[config.mk]
export PLATFORM = sky130hd
export DESIGN_NAME = pin_io_config
export DESIGN_NICKNAME = d
export VERILOG_FILES = /design/src/hw/pin_io_pkg.sv /design/src/hw/reset_sync.sv /design/src/hw/pin_io_config.sv
export SDC_FILE = /design/constraint.sdc
export NUM_CORES = 1
export LEC_CHECK = 0
export ABC_AREA = 0
export ABC_CLOCK_PERIOD_IN_PS = 7200
export BUFFER_PORTS_ARGS = -buffer_cell sky130_fd_sc_hd__buf_2
export CORE_ASPECT_RATIO = 0.7
export CORE_MARGIN = 3
export CORE_UTILIZATION = 53
export CTS_CLUSTER_DIAMETER = 120
export DETAILED_ROUTE_END_ITERATION = 10
export PLACE_DENSITY = 0.9
export SYNTH_ARGS = -nofsm -noshare
export SYNTH_HDL_FRONTEND = slang
export SYNTH_SLANG_ARGS = --single-unit
[constraint.sdc]
create_clock -name core_clk -period 7.2 [get_ports core_clk]
set_clock_uncertainty 0.05 [all_clocks]
set_input_delay 0 -clock core_clk [delete_from_list [all_inputs] [get_ports core_clk]]
set_output_delay 0 -clock core_clk [all_outputs]
set_load 0.01 [all_outputs]
[src/hw/pin_io_pkg.sv]
`default_nettype none
package pin_io_pkg;
	// Register indices; each word sits at four times its index
	localparam logic [7:0] DRIVE_ENABLE_IDX = 8'h44;
	localparam logic [7:0] OUTPUT_LEVEL_IDX = 8'h45;
	localparam logic [7:0] INPUT_LEVEL_IDX = 8'h46;
	// Block-own control register: scan strap and clock selector
	localparam logic [7:0] CLOCK_CTRL_IDX = 8'h48;
	// Byte addresses, one aligned word each
	localparam logic [11:0] DRIVE_ENABLE_ADDR = {2'b00, DRIVE_ENABLE_IDX, 2'b00};
	localparam logic [11:0] OUTPUT_LEVEL_ADDR = {2'b00, OUTPUT_LEVEL_IDX, 2'b00};
	localparam logic [11:0] INPUT_LEVEL_ADDR = {2'b00, INPUT_LEVEL_IDX, 2'b00};
	localparam logic [11:0] CLOCK_CTRL_ADDR = {2'b00, CLOCK_CTRL_IDX, 2'b00};
	// Field layout of the clock control register
	localparam int SEL_LSB = 0;
	localparam int SEL_W = 4;
	localparam int SCAN_BIT = 4;
	// Selector code that leaves the clock pin as plain I/O
	localparam logic [3:0] SEL_IO_CODE = 4'h0;
	// Pin bit positions
	localparam int SIG_IN_BIT = 7;
	localparam int CLK_OUT_BIT = 6;
	localparam int SEL_UP_BIT = 5;
	localparam int SEL_LO_BIT = 4;
	localparam int TCK_BIT = 3;
	localparam int TDI_BIT = 2;
	localparam int TDO_BIT = 1;
	localparam int TMS_BIT = 0;
	// Mask of the four scan pins
	localparam logic [7:0] SCAN_MASK = 8'h0f;
	// Reset values
	localparam logic [7:0] DRIVE_RESET = 8'h00;
	localparam logic [7:0] LEVEL_RESET = 8'h00;
	localparam logic [3:0] SEL_RESET = 4'h0;
	// AXI responses
	localparam logic [1:0] RESP_OKAY = 2'b00;
	localparam logic [1:0] RESP_SLVERR = 2'b10;
endpackage
`default_nettype wire

[src/hw/reset_sync.sv]
`default_nettype none
// Two-stage release of the asynchronous reset
module reset_sync (
	input wire logic core_clk,
	input wire logic nrst,
	output logic sync_nrst
);
	// First stage, read only by the second
	logic meta_r;
	// Assert at once, release after two edges
	always_ff @(posedge core_clk or negedge nrst) begin
		if (!nrst) begin
			meta_r <= 1'b0;
			sync_nrst <= 1'b0;
		end else begin
			meta_r <= 1'b1;
			sync_nrst <= meta_r;
		end
	end
endmodule // reset_sync
`default_nettype wire

[src/hw/pin_io_config.sv]
// How it works
// RQ1 - Enable register at 44h, eight RW bits
// RQ2 - Bit 7 drives the signal input pin
// RQ3 - Bit 6 makes clock pin I/O, clock off
// RQ4 - Bits 5,4 drive upper, lower select pins
// RQ5 - Bits 3..0 drive TCK, TDI, TDO, TMS
// RQ6 - Scan strap overrides the four scan enables
// RQ7 - Output register at 45h feeds output buffers
// RQ8 - Output bit 2 drives the TDI pin
// RQ9 - Input register at 46h returns pin levels
// RQ10 - Selector code 0 makes clock pin I/O
// RQ11 - Disabled driver still reads input level
// RQ12 - Input register writes ignored; reset to zero
//
// The implementer's own choice: the AXI4-Lite register port.
`default_nettype none
module pin_io_config
	import pin_io_pkg::*;
#(
	parameter int ADDR_W = 12
) (
	input wire logic core_clk,
	input wire logic nrst,
	// AXI4-Lite write address
	input wire logic [ADDR_W-1:0] s_axi_awaddr,
	input wire logic s_axi_awvalid,
	output logic s_axi_awready,
	// AXI4-Lite write data
	input wire logic [31:0] s_axi_wdata,
	input wire logic [3:0] s_axi_wstrb,
	input wire logic s_axi_wvalid,
	output logic s_axi_wready,
	// AXI4-Lite write response
	output logic [1:0] s_axi_bresp,
	output logic s_axi_bvalid,
	input wire logic s_axi_bready,
	// AXI4-Lite read address
	input wire logic [ADDR_W-1:0] s_axi_araddr,
	input wire logic s_axi_arvalid,
	output logic s_axi_arready,
	// AXI4-Lite read data
	output logic [31:0] s_axi_rdata,
	output logic [1:0] s_axi_rresp,
	output logic s_axi_rvalid,
	input wire logic s_axi_rready,
	// Pin side: input level, output level, enable (low drives)
	input wire logic [7:0] pin_in,
	output logic [7:0] pin_out,
	output logic [7:0] pin_oe_n,
	// Scan interface drives for the scan pins when strapped
	input wire logic scan_strap,
	input wire logic [3:0] scan_out,
	input wire logic [3:0] scan_drive,
	// Clock source for the clock output pin
	input wire logic clock_source,
	// Scan-active strap level as seen by the block
	output logic scan_active
);
	// Write engine states
	typedef enum logic [2:0] {
		W_IDLE = 3'b001,
		W_HAVE = 3'b010,
		W_RESP = 3'b100
	} wstate_type;

	// All state of the block
	typedef struct packed {
		wstate_type wst;
		logic aw_got;
		logic w_got;
		logic [ADDR_W-1:0] waddr;
		logic [31:0] wdata;
		logic [3:0] wstrb;
		logic [1:0] bresp;
		logic rvalid;
		logic [31:0] rdata;
		logic [1:0] rresp;
		logic [7:0] drive_en;
		logic [7:0] out_level;
		logic [7:0] in_level;
		logic [SEL_W-1:0] clk_sel;
		logic scan_on;
		logic [7:0] pin_out;
		logic [7:0] pin_oe_n;
	} state_type;

	// Synchronised reset
	logic rst_n;
	// Registered and next state
	state_type st_r;
	state_type st_nxt;
	// Effective enables after the strap override
	logic [7:0] eff_en;

	// Reset release
	reset_sync u_rst (
		.core_clk(core_clk),
		.nrst(nrst),
		.sync_nrst(rst_n)
	);

	// Next-state logic
	always_comb begin
		st_nxt = st_r;
		// Pin inputs sampled each cycle
		// RQ11 input always readable
		st_nxt.in_level = pin_in;
		st_nxt.scan_on = scan_strap;
		// Write channel capture, either order
		case (st_r.wst)
			W_IDLE, W_HAVE: begin
				if (s_axi_awvalid && !st_r.aw_got) begin
					st_nxt.aw_got = 1'b1;
					st_nxt.waddr = s_axi_awaddr;
				end
				if (s_axi_wvalid && !st_r.w_got) begin
					st_nxt.w_got = 1'b1;
					st_nxt.wdata = s_axi_wdata;
					st_nxt.wstrb = s_axi_wstrb;
				end
				st_nxt.wst = W_HAVE;
				if (st_r.aw_got && st_r.w_got) begin
					// Commit the write, byte lane 0 only
					st_nxt.bresp = RESP_OKAY;
					if (st_r.waddr == ADDR_W'(DRIVE_ENABLE_ADDR)) begin
						// RQ1 enable register write
						if (st_r.wstrb[0]) begin
							st_nxt.drive_en = st_r.wdata[7:0];
						end
					end else if (st_r.waddr == ADDR_W'(OUTPUT_LEVEL_ADDR)) begin
						// RQ7 output level write
						if (st_r.wstrb[0]) begin
							st_nxt.out_level = st_r.wdata[7:0];
						end
					end else if (st_r.waddr == ADDR_W'(INPUT_LEVEL_ADDR)) begin
						// RQ12 read-only, write dropped
						st_nxt.bresp = RESP_OKAY;
					end else if (st_r.waddr == ADDR_W'(CLOCK_CTRL_ADDR)) begin
						if (st_r.wstrb[0]) begin
							st_nxt.clk_sel = st_r.wdata[SEL_LSB +: SEL_W];
						end
					end else begin
						// Unmapped address
						st_nxt.bresp = RESP_SLVERR;
					end
					st_nxt.aw_got = 1'b0;
					st_nxt.w_got = 1'b0;
					st_nxt.wst = W_RESP;
				end
			end
			W_RESP: begin
				// Hold response until taken
				if (s_axi_bready) begin
					st_nxt.wst = W_IDLE;
				end
			end
			default: begin
				st_nxt.wst = W_IDLE;
			end
		endcase
		// Read channel
		if (st_r.rvalid) begin
			if (s_axi_rready) begin
				st_nxt.rvalid = 1'b0;
			end
		end else if (s_axi_arvalid) begin
			st_nxt.rvalid = 1'b1;
			st_nxt.rresp = RESP_OKAY;
			st_nxt.rdata = 32'h0000_0000;
			if (s_axi_araddr == ADDR_W'(DRIVE_ENABLE_ADDR)) begin
				st_nxt.rdata[7:0] = st_r.drive_en;
			end else if (s_axi_araddr == ADDR_W'(OUTPUT_LEVEL_ADDR)) begin
				st_nxt.rdata[7:0] = st_r.out_level;
			end else if (s_axi_araddr == ADDR_W'(INPUT_LEVEL_ADDR)) begin
				// RQ9 input levels
				st_nxt.rdata[7:0] = st_r.in_level;
			end else if (s_axi_araddr == ADDR_W'(CLOCK_CTRL_ADDR)) begin
				st_nxt.rdata[SEL_LSB +: SEL_W] = st_r.clk_sel;
				st_nxt.rdata[SCAN_BIT] = st_r.scan_on;
			end else begin
				st_nxt.rresp = RESP_SLVERR;
			end
		end
		// Effective enables per pin
		// RQ2 RQ4 RQ5 RQ11 bit-per-pin enables
		eff_en = st_r.drive_en;
		// RQ6 strap overrides scan enables
		if (st_r.scan_on) begin
			eff_en = eff_en & ~SCAN_MASK;
		end
		// RQ7 RQ8 output buffers follow bits
		st_nxt.pin_out = st_r.out_level;
		st_nxt.pin_oe_n = ~eff_en;
		// Scan pins under scan control when strapped
		if (st_r.scan_on) begin
			st_nxt.pin_out[3:0] = scan_out;
			st_nxt.pin_oe_n[3:0] = ~scan_drive;
		end
		// Clock pin: clock function unless enabled as I/O or code 0
		// RQ3 RQ10 clock pin as I/O
		if (!st_r.drive_en[CLK_OUT_BIT] && st_r.clk_sel != SEL_IO_CODE) begin
			st_nxt.pin_out[CLK_OUT_BIT] = clock_source;
			st_nxt.pin_oe_n[CLK_OUT_BIT] = 1'b0;
		end
	end

	// State register
	always_ff @(posedge core_clk or negedge rst_n) begin
		if (!rst_n) begin
			// RQ12 reset to zero
			st_r <= '{wst: W_IDLE, aw_got: 1'b0, w_got: 1'b0, waddr: '0,
				wdata: 32'h0000_0000, wstrb: 4'h0, bresp: RESP_OKAY,
				rvalid: 1'b0, rdata: 32'h0000_0000, rresp: RESP_OKAY,
				drive_en: DRIVE_RESET, out_level: LEVEL_RESET,
				in_level: 8'h00, clk_sel: SEL_RESET, scan_on: 1'b0,
				pin_out: 8'h00, pin_oe_n: 8'hff};
		end else begin
			st_r <= st_nxt;
		end
	end

	// Bus handshakes
	assign s_axi_awready = (st_r.wst != W_RESP) && !st_r.aw_got;
	assign s_axi_wready = (st_r.wst != W_RESP) && !st_r.w_got;
	assign s_axi_bvalid = (st_r.wst == W_RESP);
	assign s_axi_bresp = st_r.bresp;
	assign s_axi_arready = !st_r.rvalid;
	assign s_axi_rvalid = st_r.rvalid;
	assign s_axi_rdata = st_r.rdata;
	assign s_axi_rresp = st_r.rresp;
	// Pins
	assign pin_out = st_r.pin_out;
	assign pin_oe_n = st_r.pin_oe_n;
	assign scan_active = st_r.scan_on;

	// Enable write lands two edges after both channels taken
	a_enable_write: assert property (@(posedge core_clk) disable iff (!rst_n) // RQ1
		(s_axi_awvalid && s_axi_awready && s_axi_wvalid && s_axi_wready
		&& s_axi_awaddr == ADDR_W'(DRIVE_ENABLE_ADDR) && s_axi_wstrb[0])
		|=> ##1 st_r.drive_en == $past(s_axi_wdata[7:0], 2))
		else $error("enable write lost");
	// Signal pin driver follows its enable
	a_sig_drive: assert property (@(posedge core_clk) disable iff (!rst_n) // RQ2
		st_r.drive_en[SIG_IN_BIT] |=> !pin_oe_n[SIG_IN_BIT])
		else $error("signal pin not driven");
	// Enabled clock pin shows its output bit
	a_clock_io: assert property (@(posedge core_clk) disable iff (!rst_n) // RQ3
		st_r.drive_en[CLK_OUT_BIT] |=> pin_out[CLK_OUT_BIT] == $past(st_r.out_level[CLK_OUT_BIT]))
		else $error("clock pin not I/O");
	// Select pin drivers follow their enables
	a_select_drive: assert property (@(posedge core_clk) disable iff (!rst_n) // RQ4
		1'b1 |=> pin_oe_n[SEL_UP_BIT:SEL_LO_BIT] == ~$past(st_r.drive_en[SEL_UP_BIT:SEL_LO_BIT]))
		else $error("select drive mismatch");
	// Unstrapped scan pins follow their enables
	a_scan_free: assert property (@(posedge core_clk) disable iff (!rst_n) // RQ5
		!st_r.scan_on |=> pin_oe_n[3:0] == ~$past(st_r.drive_en[3:0]))
		else $error("scan pin drive mismatch");
	// Strapped scan pins stay with scan logic
	a_scan_hold: assert property (@(posedge core_clk) disable iff (!rst_n) // RQ6
		st_r.scan_on |=> pin_oe_n[3:0] == ~$past(scan_drive))
		else $error("strap not honoured");
	// Output register reaches every buffer that is plain I/O
	a_output_drive: assert property (@(posedge core_clk) disable iff (!rst_n) // RQ7
		(!st_r.scan_on && (st_r.drive_en[CLK_OUT_BIT] || st_r.clk_sel == SEL_IO_CODE))
		|=> pin_out == $past(st_r.out_level))
		else $error("output level mismatch");
	// Output bit 2 lands on the TDI buffer
	a_tdi_level: assert property (@(posedge core_clk) disable iff (!rst_n) // RQ8
		!st_r.scan_on |=> pin_out[TDI_BIT] == $past(st_r.out_level[TDI_BIT]))
		else $error("tdi level wrong");
	// Cleared enable leaves the pin released
	a_off_released: assert property (@(posedge core_clk) disable iff (!rst_n) // RQ11
		!st_r.drive_en[SIG_IN_BIT] |=> pin_oe_n[SIG_IN_BIT])
		else $error("disabled pin driven");
	// Input register tracks the pins every cycle
	a_input_sample: assert property (@(posedge core_clk) disable iff (!rst_n) // RQ11
		1'b1 |=> st_r.in_level == $past(pin_in))
		else $error("input level not sampled");
	// Input read returns the sampled levels
	a_input_read: assert property (@(posedge core_clk) disable iff (!rst_n) // RQ9
		(s_axi_arvalid && s_axi_arready && s_axi_araddr == ADDR_W'(INPUT_LEVEL_ADDR))
		|=> s_axi_rdata[7:0] == $past(st_r.in_level) && s_axi_rvalid)
		else $error("input read wrong");
	// Selector code 0 leaves the clock pin as I/O
	a_sel_zero: assert property (@(posedge core_clk) disable iff (!rst_n) // RQ10
		st_r.clk_sel == SEL_IO_CODE |=> pin_oe_n[CLK_OUT_BIT] == ~$past(st_r.drive_en[CLK_OUT_BIT]))
		else $error("code 0 not I/O");
	// Write to the input register changes nothing
	a_input_ro: assert property (@(posedge core_clk) disable iff (!rst_n) // RQ12
		(st_r.wst == W_HAVE && st_r.aw_got && st_r.w_got
		&& st_r.waddr == ADDR_W'(INPUT_LEVEL_ADDR))
		|=> $stable(st_r.drive_en) && $stable(st_r.out_level))
		else $error("read-only write changed state");
	// Response follows the commit cycle
	a_write_answer: assert property (@(posedge core_clk) disable iff (!rst_n) // RQ1
		(st_r.wst == W_HAVE && st_r.aw_got && st_r.w_got) |=> s_axi_bvalid)
		else $error("write response missing");
	// Read answer one cycle after the address is taken
	a_read_answer: assert property (@(posedge core_clk) disable iff (!rst_n) // RQ9
		(s_axi_arvalid && s_axi_arready) |=> s_axi_rvalid)
		else $error("read answer missing");
	// Main scenarios reached
	c_write: cover property (@(posedge core_clk) disable iff (!rst_n) s_axi_bvalid && s_axi_bready);
	c_read: cover property (@(posedge core_clk) disable iff (!rst_n) s_axi_rvalid && s_axi_rready);
	c_strap: cover property (@(posedge core_clk) disable iff (!rst_n) st_r.scan_on && |st_r.drive_en[3:0]);
	// Clock function shown on the clock pin
	c_clock_pin: cover property (@(posedge core_clk) disable iff (!rst_n)
		!st_r.drive_en[CLK_OUT_BIT] && st_r.clk_sel != SEL_IO_CODE && !pin_oe_n[CLK_OUT_BIT]);
endmodule // pin_io_config
`default_nettype wire

==> impl_metrics.tcl <==
set metrics [dict create \
    async_reset_ff_share_pct 100.0 \
    via_per_inst 4.902 \
    ios 143 \
    grt_antenna_before_repair 0 \
    routed_wl_mm 7.704 \
    start_util_pct 55.80 \
    synth-edff-count 0 \
    slew_headroom_pct 33.47 \
    cp_slowest_cell "nor3b_2" \
    cp-end-kind "register" \
    final.setup.worst_slack_ns 4.774 \
    wl_per_cell_um 14.87 \
    drt_first_pass_iters 4 \
    h-tree-depth 3 \
    drcViolationCount 0 \
    p_leak_nw 2.338 \
    antenna_cells 0 \
    grt_pass1_wl_mm 12.52 \
    clk_latency_ns 0.36 \
    synthCells 309 \
    dpl.hpwl_mm 5.317 \
    seq_power_share_pct 51.3 \
    use_met3_pct 6.644 \
    busiest_layer "met2" \
    synthDominantAreaCellType "dfrtp_1" \
    cts_made_buffers 9 \
    clock_sinks 84 \
    ant_nets 0 \
    setup-tns-final_ns 0 \
    crit_path_start_kind "register" \
    hold_viol 0 \
    synth.area.top_cells "dfrtp_1, buf_4, mux2_2" \
    routabilityCongestion 0.7561 \
    yosysSeqAreaShare_pct 55.03 \
    yosysUniqueCellTypes 42 \
    critPathMaxStageDelay_ns 0.76 \
    track_usage_pct 19.44 \
    ctsResizeCount 0 \
    drt-initial-drc-count 83 \
    overflow 0 \
    ys_ff_latch 84 \
    clockRootBuffer "clkbuf_8" \
    rsz0062_at_grt "no" \
    fin_area_um2 4726 \
    swShare_pct 28.78 \
    hold_path_class "in2reg" \
    cp_max_fo 12 \
    use_met2_pct 34.06 \
    worstPathRequired_ns 7.40 \
    pre_cts_ws_ns 4.784 \
    first_global_vias 2686 \
    status "complete, no violations" \
    use_met1_pct 22.70 \
    area_growth_pct 23.07 \
    place_area_um2 4073 \
    pwr_density_cell_nw_per_um2 263.4 \
    fmax_mhz 412.2 \
    post-route-util_pct 68.67 \
    cts_tree "done" \
    switching_power_mw 0.3582 \
    worst_pin_slew_ns 0.9980 \
    core_um2 6882 \
    yosysWarnings 0 \
    die_w_um 107.7 \
    p_comb_share_pct 21.7 \
    ys.flop_type "dfrtp_1" \
    drive_gt1_share_pct 40.09 \
    row_count 25 \
    synth.top_cell.area_share_pct 48.88 \
    worstPathCellList "xor2_1, or2b_1, nor3b_2, mux2_2" \
    period_minus_slack_ns 2.426 \
    finalCritPeriodShare_pct 33.70 \
    vias 2539 \
    setup_viol 0 \
    synth_most_common_cell "dfrtp_1" \
    maxCapViolations 0 \
    crit_type "reg2reg" \
    syn_area_per_cell_um2 12.43 \
    ir_drop_mv 0.1892 \
    worstPathArrival_ns 2.62 \
    grt_max_degree 83 \
    portBuffers 89 \
    cts_buffer_depth 2 \
    clk_pin_slew_ns 0.08 \
    reg2reg_slack_ns 4.77 \
    final_max_slew_viol_count 0 \
    yosys-top-cells-count "dfrtp_1, buf_4, mux2_2" \
    clkPwrFrac_pct 27.1 \
    die_h_um 77.22 \
    p_int_mw 0.8865 \
    fill_cells 507 \
    fin_nets 504 \
    die_area_um2 8319 \
    synth_area_um2 3840 \
]
critical path, delay by kind of cell, from the launching register on:
kind             cells  cell delay [ns]
XOR/XNOR             1             0.24
flip-flops           1             0.54
multiplexers         1             0.42
AND/OR/NAND/NOR      2             1.07
placed cells by master, fill, tap and decap left out, types with 3 or more instances in the layout:
cell type,netlist,layout
conb_1,2,27
nor2_1,20,20
mux2_4,12,12
a21oi_1,7,7
a32oi_1,5,5
o21ai_0,9,9
dfrtp_1,75,74
buf_2,3,89
o31ai_1,3,3
nor2b_1,5,5
inv_1,12,12
mux2i_1,7,7
o21ai_1,3,3
nand2_1,12,12
dlygate4sd3_1,0,45
mux2_2,34,34
clkbuf_8,0,11
dfstp_2,9,9
nand2b_1,6,6
or4b_1,3,3
cell type report:
cell class / count / area [µm²] / share of cell area, %
Inverter: 12 / 45.04 / 0.9531
Tap cell: 94 / 117.6 / 2.489
Sequential cell: 84 / 2117 / 44.80
Clock buffer: 12 / 155.1 / 3.283
Timing Repair Buffer: 135 / 903.4 / 19.12
Multi-Input combinational cell: 177 / 1340 / 28.36
Clock inverter: 4 / 47.55 / 1.006
path summary, 6_finish.rpt:
kind	endpoint	cells after the start	start
worst max-delay path	st_r[120]	4	st_r[132]
worst min-delay path	s_axi_rresp[1]	3	s_axi_araddr[3]
worst min register to register	u_rst.sync_nrst	0	u_rst.meta_r
max in group asynchronous	st_r[134]	0	u_rst.sync_nrst
min in group asynchronous	u_rst.meta_r	3	nrst
worst max register to register	st_r[120]	4	st_r[132]
flip-flops by register name (all words and copies together), names as in the netlist:
name,count
pin_oe_n,8
pin_out,8
s_axi_bresp,1
s_axi_rdata,8
s_axi_rresp,1
s_axi_rvalid,1
scan_active,1
st_nxt,3
st_r,51
u_rst.meta_r,1
u_rst.sync_nrst,1
layer usage:
layer	up-vias	share of wire (%)	wire length, µm
met5	-	0	0
met4	0	1.1	87
met2	91	52	3969
li1	1192	-	-
met3	11	6.8	527
met1	1245	40	3119
power groups by stage:
stage               Clock (mW)  Sequential [mW]  Combinational (mW)
CTS                      0.345            0.638               0.267
global placement             0            0.640               0.235
global route             0.368            0.650               0.297
finish                   0.337            0.638               0.270
detailed placement           0            0.647               0.248
floorplan                    0            0.620               0.209
through the flow:
step                      total power, mW  cells  hold WS, ns
after floorplan                    0.8285    334      -0.3456
after global placement             0.8752    457      -0.2636
after detailed placement           0.8951    457      -0.2624
after CTS                           1.250    518      0.03634
after global routing                1.315    518      0.07022
final                               1.245    518      0.04862
cell families (layout without fill, tap and decap cells):
logic type	count (synthesis)	count (layout)	share of synthesized area, %
muxes	53	53	16.49
DFF	84	84	55.03
and+or+nand+nor	64	64	10.26
AOI/OAI and AO/OA	32	32	5.278
buffers and inverters	73	163	12.51
xor gates and xnor gates	1	1	0.2281
other	2	27	0.1956
timing repair:
item,CTS,global route
hold buffers,45,0
endpoints found under the hold margin,46,0
setup buffers,0,0
(Power assumes the default switching activity.)
